File: config.mk
export PLATFORM = sky130hd
export DESIGN_NAME = btg_tone_gen
export DESIGN_NICKNAME = d
export VERILOG_FILES = /design/src/btg_pkg.sv /design/src/btg_envelope.sv /design/src/btg_tone_gen.sv
export SDC_FILE = /design/constraint.sdc
export NUM_CORES = 1
export LEC_CHECK = 0
export BUFFER_PORTS_ARGS = -buffer_cell sky130_fd_sc_hd__buf_2
export CORE_MARGIN = 3
export CORE_UTILIZATION = 50
export CTS_CLUSTER_SIZE = 24
export DETAILED_ROUTE_END_ITERATION = 10
export GPL_TIMING_DRIVEN = 0
export HOLD_SLACK_MARGIN = 0.12
export PLACE_DENSITY = 0.77
export SLEW_MARGIN = 10
export SYNTH_ARGS = -nofsm -noshare
export SYNTH_HDL_FRONTEND = slang
export SYNTH_SLANG_ARGS = --single-unit
File: constraint.sdc
create_clock -name CLK -period 2.7 [get_ports CLK]
set_clock_uncertainty 0.2 [all_clocks]
set_input_delay 0.81 -clock CLK [delete_from_list [all_inputs] [get_ports CLK]]
set_output_delay 0.81 -clock CLK [all_outputs]
set_load 0.03 [all_outputs]
File: src/btg_pkg.sv
// Constants and types shared by the tone generator and its envelope unit
// Function
// After reset both shared pins act as plain output ports and carry no tone.
// Setting the true pin select puts the true tone on pin one instead of port data.
// Setting the inverted pin select puts the complementary tone on pin zero.
// Software keeps each pin's port data at 1 and its hi-z control at 0 before tone use.
// With the enable high the tones run; with it low true sits high and inverted low.
// Enable changes are not aligned to the tone, so switch-on and switch-off may glitch.
// The tone is a division of the low-speed oscillator set by a 3-bit frequency field.
// Codes 0 to 7 give 4096.0, 3276.8, 2730.7, 2340.6, 2048.0, 1638.4, 1365.3, 1170.3 Hz.
// A 3-bit duty field sets the level, code 0 loudest (level 1) and code 7 quietest.
// For the 16 and 20 step periods level n gives (9-n)/16 and (9-n)/20 duty.
// For the 24 and 28 step periods level n gives (13-n)/24 and (13-n)/28 duty.
// Duty is low time over period for negative polarity, high time for positive.
// While the envelope is active the duty field is ignored and the envelope sets duty.
// The envelope starts at level 1 on output start, steps to level 8, holds, and restarts.
// Each envelope step lasts 62.5 ms with the step time select at 0 and 125 ms at 1.
// While enabled and routed, the inverted tone is always the complement of the true tone.
// Frequency and duty changes take effect only at the next tone period boundary.
package btg_pkg;

	// Clock rate
	localparam int CLK_MHZ = 100;

	// Envelope step times in microseconds and in clock cycles
	localparam int ENV_STEP_SHORT_US = 62500;
	localparam int ENV_STEP_LONG_US  = 125000;
	localparam int ENV_STEP_SHORT_CYC = ENV_STEP_SHORT_US * CLK_MHZ;
	localparam int ENV_STEP_LONG_CYC  = ENV_STEP_LONG_US * CLK_MHZ;
	localparam int ENV_CNT_W = 24;

	// Tone period in half oscillator cycles, short divider group
	localparam logic [6:0] PER_TICKS_16 = 7'h10;
	localparam logic [6:0] PER_TICKS_20 = 7'h14;
	localparam logic [6:0] PER_TICKS_24 = 7'h18;
	localparam logic [6:0] PER_TICKS_28 = 7'h1c;

	// Low time at level 1 for the two period families
	localparam logic [3:0] DUTY_TOP_SMALL = 4'h8;
	localparam logic [3:0] DUTY_TOP_LARGE = 4'hc;

	// Field positions of the frequency select
	localparam int FREQ_HALF_BIT  = 2;
	localparam int FREQ_LARGE_BIT = 1;

	// Level range and reset values
	localparam logic [2:0] LEVEL_FIRST  = 3'h0;
	localparam logic [2:0] LEVEL_LAST   = 3'h7;
	localparam logic       PIN_OUT_RST  = 1'b1;
	localparam logic       PIN_OE_RST   = 1'b1;
	localparam logic       TRUE_IDLE    = 1'b1;
	localparam logic       INV_IDLE     = 1'b0;

	typedef enum logic [1:0] {
		ENV_IDLE  = 2'b00,
		ENV_DECAY = 2'b01,
		ENV_HOLD  = 2'b10
	} btg_env_state_t;

endpackage

File: src/btg_envelope.sv
// Digital envelope: steps the duty level from loudest to quietest
`timescale 1ns/10ps
module btg_envelope
	import btg_pkg::*;
#(
	parameter int STEP_SHORT_CYC = ENV_STEP_SHORT_CYC,
	parameter int STEP_LONG_CYC  = ENV_STEP_LONG_CYC
) (
	input  wire logic       clk,
	input  wire logic       reset,
	input  wire logic       ce,
	input  wire logic       env_on,
	input  wire logic       tone_enable,
	input  wire logic       restart,
	input  wire logic       long_sel,
	output logic            active,
	output logic [2:0]      level
);

	typedef struct packed {
		btg_env_state_t         state;
		logic [ENV_CNT_W-1:0]   cnt;
		logic [2:0]             level;
		logic                   active;
	} btg_env_t;

	localparam logic [ENV_CNT_W-1:0] LAST_SHORT = ENV_CNT_W'(STEP_SHORT_CYC - 1);
	localparam logic [ENV_CNT_W-1:0] LAST_LONG  = ENV_CNT_W'(STEP_LONG_CYC - 1);

	btg_env_t s_reg;
	btg_env_t s_next;
	logic [ENV_CNT_W-1:0] last_cnt;

	always_comb begin
		s_next = s_reg;
		// Step length select
		// step time choice
		last_cnt = long_sel ? LAST_LONG : LAST_SHORT;
		case (s_reg.state)
			ENV_IDLE: begin
				// start at level 1
				if (env_on && tone_enable) begin
					s_next.state = ENV_DECAY;
					s_next.cnt = '0;
					s_next.level = LEVEL_FIRST;
				end
			end
			ENV_DECAY: begin
				if (s_reg.cnt >= last_cnt) begin
					s_next.cnt = '0;
					s_next.level = s_reg.level + 3'h1;
					// hold at level 8
					if (s_reg.level == LEVEL_LAST - 3'h1) begin
						s_next.state = ENV_HOLD;
					end
				end else begin
					s_next.cnt = s_reg.cnt + ENV_CNT_W'(1);
				end
			end
			ENV_HOLD: begin
				s_next.cnt = '0;
			end
			default: begin
				s_next.state = ENV_IDLE;
			end
		endcase
		// restart returns to level 1
		if (s_reg.state != ENV_IDLE && restart) begin
			s_next.state = ENV_DECAY;
			s_next.cnt = '0;
			s_next.level = LEVEL_FIRST;
		end
		if (!env_on || !tone_enable) begin
			s_next.state = ENV_IDLE;
			s_next.cnt = '0;
		end
		s_next.active = (s_next.state != ENV_IDLE);
	end

	always_ff @(posedge clk) begin
		if (reset) begin
			s_reg <= '{state: ENV_IDLE, cnt: '0, level: LEVEL_FIRST, active: 1'b0};
		end else if (ce) begin
			s_reg <= s_next;
		end
	end

	assign active = s_reg.active;
	assign level = s_reg.level;

endmodule // btg_envelope

File: src/btg_tone_gen.sv
// Tone generator top: divider, duty shaping and shared pin routing
`timescale 1ns/10ps
module btg_tone_gen
	import btg_pkg::*;
#(
	parameter int ENV_STEP_SHORT = ENV_STEP_SHORT_CYC,
	parameter int ENV_STEP_LONG  = ENV_STEP_LONG_CYC
) (
	input  wire logic       CLK,
	input  wire logic       RESET,
	input  wire logic       CE,
	input  wire logic       LOW_SPEED_OSC,
	input  wire logic       TONE_OUTPUT_ENABLE,
	input  wire logic [2:0] TONE_FREQ_SELECT,
	input  wire logic [2:0] TONE_DUTY_SELECT,
	input  wire logic       ENVELOPE_ON,
	input  wire logic       ENVELOPE_RESTART,
	input  wire logic       ENVELOPE_STEP_TIME_SELECT,
	input  wire logic       TRUE_TONE_PIN_SELECT,
	input  wire logic       INVERTED_TONE_PIN_SELECT,
	input  wire logic       PORT_PIN_ONE_DATA,
	input  wire logic       PORT_PIN_ZERO_DATA,
	input  wire logic       PIN_ONE_HIZ_CTRL,
	input  wire logic       PIN_ZERO_HIZ_CTRL,
	output logic            PORT_PIN_ONE_OUT,
	output logic            PORT_PIN_ONE_OE,
	output logic            PORT_PIN_ZERO_OUT,
	output logic            PORT_PIN_ZERO_OE,
	output logic            TONE_OUT_TRUE,
	output logic            TONE_OUT_INVERTED,
	output logic [2:0]      TONE_LEVEL,
	output logic            ENVELOPE_ACTIVE
);

	typedef struct packed {
		logic       osc_prev;
		logic [6:0] phase;
		logic [6:0] period;
		logic [6:0] low_len;
		logic [2:0] level;
		logic       env_active;
		logic       tone_true;
		logic       tone_inv;
		logic       pin_one_out;
		logic       pin_one_oe;
		logic       pin_zero_out;
		logic       pin_zero_oe;
	} btg_top_t;

	btg_top_t s_reg;
	btg_top_t s_next;

	logic       env_active;
	logic [2:0] env_level;
	logic       half_tick;
	logic       period_end;
	logic [2:0] duty_code;
	logic [6:0] new_period;
	logic [6:0] new_low;
	logic       wave_true;

	// Period in half oscillator cycles for a frequency code
	function automatic logic [6:0] period_of(input logic [2:0] freq);
		logic [6:0] base;
		base = PER_TICKS_16;
		case (freq[1:0])
			2'b00: base = PER_TICKS_16;
			2'b01: base = PER_TICKS_20;
			2'b10: base = PER_TICKS_24;
			2'b11: base = PER_TICKS_28;
			default: base = PER_TICKS_16;
		endcase
		if (freq[FREQ_HALF_BIT]) begin
			base = {base[5:0], 1'b0};
		end
		return base;
	endfunction

	// Low time in half oscillator cycles for frequency and level
	function automatic logic [6:0] low_of(input logic [2:0] freq,
			input logic [2:0] lvl);
		logic [3:0] top;
		logic [3:0] num;
		logic [6:0] len;
		top = DUTY_TOP_SMALL;
		if (freq[FREQ_LARGE_BIT]) begin
			top = DUTY_TOP_LARGE;
		end
		num = top - {1'b0, lvl};
		len = {3'b000, num};
		if (freq[FREQ_HALF_BIT]) begin
			len = {len[5:0], 1'b0};
		end
		return len;
	endfunction

	btg_envelope #(
		.STEP_SHORT_CYC (ENV_STEP_SHORT),
		.STEP_LONG_CYC  (ENV_STEP_LONG)
	) u_envelope (
		.clk         (CLK),
		.reset       (RESET),
		.ce          (CE),
		.env_on      (ENVELOPE_ON),
		.tone_enable (TONE_OUTPUT_ENABLE),
		.restart     (ENVELOPE_RESTART),
		.long_sel    (ENVELOPE_STEP_TIME_SELECT),
		.active      (env_active),
		.level       (env_level)
	);

	always_comb begin
		s_next = s_reg;

		// Both oscillator edges give the half-cycle tick
		// divide the low-speed oscillator
		s_next.osc_prev = LOW_SPEED_OSC;
		half_tick = LOW_SPEED_OSC ^ s_reg.osc_prev;
		period_end = half_tick && (s_reg.phase >= s_reg.period - 7'h01);

		// Envelope overrides the duty field
		// envelope owns the duty
		duty_code = env_active ? env_level : TONE_DUTY_SELECT;

		// period per frequency code
		new_period = period_of(TONE_FREQ_SELECT);
		// short families
		// long families
		new_low = low_of(TONE_FREQ_SELECT, duty_code);

		// Settings are taken only at the period boundary
		if (half_tick) begin
			if (period_end) begin
				s_next.phase = '0;
				// latch at boundary
				s_next.period = new_period;
				s_next.low_len = new_low;
				s_next.level = duty_code;
				s_next.env_active = env_active;
			end else begin
				s_next.phase = s_reg.phase + 7'h01;
			end
		end

		// Negative polarity: low for the duty part of the period
		// low time is the duty
		// level sets low time
		wave_true = (s_reg.phase >= s_reg.low_len);

		// Enable gates the waveform directly, unaligned
		// no alignment to the tone
		// idle true high, inverted low
		if (TONE_OUTPUT_ENABLE) begin
			s_next.tone_true = wave_true;
			// exact complement
			s_next.tone_inv = ~wave_true;
		end else begin
			s_next.tone_true = TRUE_IDLE;
			s_next.tone_inv = INV_IDLE;
		end

		// Pin one: port data or true tone
		// true tone routing
		if (TRUE_TONE_PIN_SELECT) begin
			s_next.pin_one_out = s_next.tone_true;
		end else begin
			s_next.pin_one_out = PORT_PIN_ONE_DATA;
		end
		s_next.pin_one_oe = ~PIN_ONE_HIZ_CTRL;

		// Pin zero: port data or inverted tone
		// inverted tone routing
		if (INVERTED_TONE_PIN_SELECT) begin
			s_next.pin_zero_out = s_next.tone_inv;
		end else begin
			s_next.pin_zero_out = PORT_PIN_ZERO_DATA;
		end
		s_next.pin_zero_oe = ~PIN_ZERO_HIZ_CTRL;
	end

	always_ff @(posedge CLK) begin
		if (RESET) begin
			// pins start as plain ports
			s_reg <= '{
				osc_prev:     LOW_SPEED_OSC,
				phase:        '0,
				period:       PER_TICKS_16,
				low_len:      {3'b000, DUTY_TOP_SMALL},
				level:        LEVEL_FIRST,
				env_active:   1'b0,
				tone_true:    TRUE_IDLE,
				tone_inv:     INV_IDLE,
				pin_one_out:  PIN_OUT_RST,
				pin_one_oe:   PIN_OE_RST,
				pin_zero_out: PIN_OUT_RST,
				pin_zero_oe:  PIN_OE_RST
			};
		end else if (CE) begin
			s_reg <= s_next;
		end
	end

	assign PORT_PIN_ONE_OUT = s_reg.pin_one_out;
	assign PORT_PIN_ONE_OE = s_reg.pin_one_oe;
	assign PORT_PIN_ZERO_OUT = s_reg.pin_zero_out;
	assign PORT_PIN_ZERO_OE = s_reg.pin_zero_oe;
	assign TONE_OUT_TRUE = s_reg.tone_true;
	assign TONE_OUT_INVERTED = s_reg.tone_inv;
	assign TONE_LEVEL = s_reg.level;
	assign ENVELOPE_ACTIVE = s_reg.env_active;

endmodule // btg_tone_gen

-- Word level (Yosys, flattened, before mapping)
Cells that the tools add are included.
- output and inout port bits: 10
- input bits: 20
- logic and storage cells: 78
- bits in registers: 62
- mux-type cells: 24
- order comparisons: 3
- add/subtract/negate cells: 5
- reduce and logical (&&, ||, !) cells: 17
- bitwise operators: 4
- equality and inequality tests: 9
- operators by type and width (cell ; count):
    24-bit case mux with 3 select lines ; 1
    32-bit two-way mux ; 2
    29-bit two-way mux ; 2
    24-bit two-way mux ; 2
    7-bit case mux with 4 select lines ; 1
    26-bit two-way mux ; 1
    25-bit two-way mux ; 1
    24-bit by 1-bit adder with 24-bit output (second input constant) ; 1
    24-bit greater-or-equal comparator ; 1
    18-bit two-way mux ; 1
    7-bit greater-or-equal comparator ; 2
    7-bit two-way mux ; 2
    3-bit two-way mux ; 3
    7-bit by 1-bit adder with 7-bit output (second input constant) ; 1
    7-bit by 1-bit subtractor with 7-bit output (second input constant) ; 1
    2-bit == test (second input constant) ; 3
    2-bit two-way mux ; 3
    3-bit by 1-bit != test with 1-bit output (second input constant) ; 2
    2-bit case mux with 3 select lines ; 1
    3-bit case mux with 2 select lines ; 1
    3-bit AND reduction ; 2
    2-bit nonzero test ; 3
    5-bit two-way mux ; 1
    5-bit nonzero test ; 1
    15 further kinds ; 23

-- Logic depth before layout (Yosys ltp)
- depth in word-level cells: 7
- mapped depth: 10
- gate-level depth less buffers: 9

-- Cells and area by module
A second synthesis with hierarchy kept.
- cells, all modules: 422
- area, all modules: 3656.0 µm²
- modules (own cells, without submodules) (module ; instances ; cells each ; seq. area each (µm²) ; area an instance (µm²)):
    btg_envelope ; 1 ; 243 ; 600.6 ; 1946.9
    btg_tone_gen ; 1 ; 179 ; 550.5 ; 1709.1

-- Worst setup path before layout
Ideal clock, no wire load.
- kind: input port to flip-flop
- from: in ENVELOPE_STEP_TIME_SELECT
- to: reg u_envelope.s_reg[10] (netlist bit)
- setup slack: -0.097 ns
- setup time: 0.074 ns
- data arrival time: 2.522 ns
- path buffers: 1
- required time: 2.426 ns
- stages: 9
- path through: inv_1 > ha_1 > and3_1 > and2_1 > a211oi_2 > nand3_2 > buf_6 > or3b_1 > a31oi_1
- word-level cells in the longest chain between the ends: 6
- ends and longest elaborated chain (what ; line ; RTL):
    start, declared ; btg_tone_gen.sv:18 ; input wire logic ENVELOPE_STEP_TIME_SELECT,
    24-bit two-way mux ; btg_envelope.sv:38 ; last_cnt = long_sel ? LAST_LONG : LAST_SHORT;
    24-bit greater-or-equal comparator ; btg_envelope.sv:49 ; if (s_reg.cnt >= last_cnt) begin
    24-bit two-way mux ; btg_envelope.sv:49 ;
    24-bit case mux with 3 select lines ; btg_envelope.sv:39 ; case (s_reg.state)
    29-bit two-way mux ; btg_envelope.sv:68 ; if (s_reg.state != ENV_IDLE && restart) begin
    26-bit two-way mux ; btg_envelope.sv:73 ; if (!env_on || !tone_enable) begin
    end signal, assigned ; btg_envelope.sv:82 ; s_reg <= '{state: ENV_IDLE, cnt: '0, level: LEVEL_FIRST, active: 1'b0};
    end signal, assigned ; btg_envelope.sv:84 ; s_reg <= s_next;
    end, declared ; btg_envelope.sv:30 ; btg_env_t s_reg;
Every way passes these cells.
A chain may end at the register's enable or synchronous reset.

-- Final worst setup path
Ends and elaborated chain as after synthesis.

==> results.toml <==
[status]
status = "finished, final reports clean"

[detailed_routing]
drt_iter0_markers = 123
drtPass1Iterations = 4
viasPerCell = 5.59
drtAntennaViolNets = 0
wl_per_cell_um = 13.8
drc_errors = 0
routed_wirelength_mm = 7.22
vias = 2936

[clock_tree]
root_buffer = "clkbuf_8"
cts_tree = "built"
clk_latency_ps = 330
htreeDepth = 3
clkSinkCount = 57
ctsHoldBuffers = 0
clkTransAtPathRegs_ps = 60
cts_buffer_depth = 2
cts_inserted_buffers = 9

[timing]
fmax_mhz = 387
final.setup.tns_ps = 0
final_max_slew_viol_count = 0
slew_headroom_pct = 64.5
fin_crit_sh_pct = 95.7
hold_viol_final = 0
hold_slack_ps = 258
tightest_slew_ps = 532
setup_viol = 0
period_needed_ps = 2580

[worst_setup_path]
cp.depth = 9
worst_setup_path_end_kind = "register"
crit_path_start_kind = "primary input"
cp-startpoint = "ENVELOPE_STEP_TIME_SELECT"
reg2reg_depth = 9
cp_slowest_stage_delay_ps = 530
arrival_ps = 2640
critPathKind = "in -> reg"
critPathBufInv = 2
slowest_stage = "or4b_1"
r2r-start = "s_reg[19]"
crit_family = "simple AND/OR/NAND/NOR gates"
worstPathMaxFanout = 5
worstPathCellList = "buf_6 -> inv_6 -> ha_4 -> and3_4 -> and2_4 -> a211oi_2 -> nand3_2 -> or4b_1 -> a31oi_1"
ff2ff_setup_slack_ps = 230
required_ps = 2750
r2r-end = "s_reg[13]"

[synth]
synth_cell_types = 54
synth_nets = 454
yosys_warnings = 0
async_flop_share_pct = 0
synth_ff_type = "dfxtp_1"
synth_edf_count = 1
synth_area_mm2 = 0.00336
yosysSeqAreaShare_pct = 34.3
ys_seq_elements = 57
synth.avg_cell_area_um2 = 8.34
synthCells = 403

[pwr]
p_per_area_mw_per_mm2 = 475
power.leakage_nw = 1.47
ir_worst_vdd_mv = 0.290

[final_layout]
area_delta_synth_final_pct = 15.3
fillers = 539
drive_above_1_share_pct = 15.4
finalInstanceArea_mm2 = 0.00387
mostFrequentLayoutCells = "56 x dfxtp_1, 48 x nand2_1, 39 x nor2_1"
final_common_cell = "dfxtp_1"
largest_reg_flops = 26
nets = 494
utilization_pct = 60.3
n_antenna_cell = 0

[floorplan]
start_util_pct = 52.3
pin_count = 30
die_h_um = 88.0
core_mm2 = 0.00642
num_rows = 29
fp.dieW_um = 88.0
die-area_mm2 = 0.00774

[grt]
grt_pass1_wl_mm = 12.1
grt.total_usage_pct = 19.8
overflow = 0
antenna_found_initial = 0
grt_max_degree = 11
grt_pass1_vias = 2756

[place]
place_congestion = 0.826
hpwl_mm = 5.38
numPortBuffers = 28
placed_cell_area_mm2 = 0.00361

[hold_path]
hp-start = "s_reg[11]"
whs_path_depth = 2
hp-class = "reg -> reg"
holdPathEnd = "s_reg[11]"

[flow_run]
cap_viol_max_count = 0
-- kinds of logic after synthesis --
group                    after synthesis  share of synthesized area, %
adder cells (fa/ha/maj)               31                          11.5
flip-flops                            57                          34.3
buffers and inverters                 35                          4.62
AND/OR/NAND/NOR                      174                          26.5
XOR/XNOR                              24                          6.26
multiplexers                           8                          2.38
AO/OA/AOI/OAI                         74                          14.4
-- power breakdown --
part | internal (mW) | switching (mW) | leakage (nW)
registers | 0.855 | 0.00852 | 0.463
clock network | 0.481 | 0.342 | 0.0977
logic | 0.0577 | 0.0949 | 0.904
total | 1.39 | 0.445 | 1.47
-- metrics by stage --
step           power [mW]  std cells  setup slack, ps
6_report             1.84        525              116
5_1_grt              1.92        525            -21.1
4_1_cts              1.85        524             19.6
3_5_place_dp         1.03        508             -313
3_3_place_gp         1.02        508             -250
2_1_floorplan       0.980        403             38.3
-- worst max path at each step --
stage | slack (ps) | endpoint
finish | 120 | u_envelope.s_reg[10]
global route | -20 | u_envelope.s_reg[10]
CTS | 20 | u_envelope.s_reg[10]
detailed placement | -310 | u_envelope.s_reg[10]
global placement | -250 | u_envelope.s_reg[10]
floorplan | 40 | u_envelope.s_reg[10]
-- metal layers --
layer  routed length [um]  GRT usage, %  vias to the layer above
met5                    0             0                        -
met1                 3190          23.6                     1375
met3                  334          5.55                        9
met4                   65          5.30                        0
li1                     -             -                     1487
met2                 3630          34.9                       65
-- synthesized netlist by cell type (2+ instances only) --
master,number,share of area (%)
and3_1,3,0.56
buf_2,4,0.60
dfxtp_1,56,33
nand2_1,48,5.4
nor4_2,2,0.74
a21o_1,10,2.2
mux2i_1,8,2.4
nand4_1,10,1.9
ha_1,31,12
o21ai_1,3,0.45
buf_4,3,0.67
and2_1,2,0.37
or3b_1,4,1.0
nand2b_1,5,0.93
or2_0,4,0.74
nor3b_1,2,0.45
nor4b_1,2,0.52
a211o_1,5,1.3
nor4_1,5,0.93
or3_1,7,1.3
xnor2_1,15,3.9
o21bai_1,2,0.45
a21oi_1,26,3.9
nor2b_1,8,1.5
nand3_1,16,2.4
a31oi_1,4,0.74
clkbuf_1,8,0.89
nor3_1,7,1.0
inv_1,18,2.0
o21ai_0,12,1.8
a211oi_1,4,0.89
xor2_1,9,2.3
nor2_1,39,4.4
-- cell type report --
class / count / area [um^2] / area share (%)
plain buffers: 16 / 87.6 / 2.26
multi-input cells: 311 / 2100 / 54.3
inverters: 19 / 76.3 / 1.97
repair buffers: 29 / 154 / 3.97
clock buffers: 12 / 156 / 4.04
well taps: 77 / 96.3 / 2.49
flip-flops and latches: 57 / 1150 / 29.7
clock inverters: 4 / 50.0 / 1.29
-- timing repair --
item	in CTS	in global routing
setup buffers	0	1
setup endpoints to repair	0	28
resized for setup	0	13
-- tightest hold or removal path, delay by kind of cell (launching register included) --
kind | cells | cell delay (ps)
AO/OA/AOI/OAI | 1 | 50
AND/OR/NAND/NOR | 1 | 50
flip-flops | 1 | 310
(Power assumes the default switching activity.)
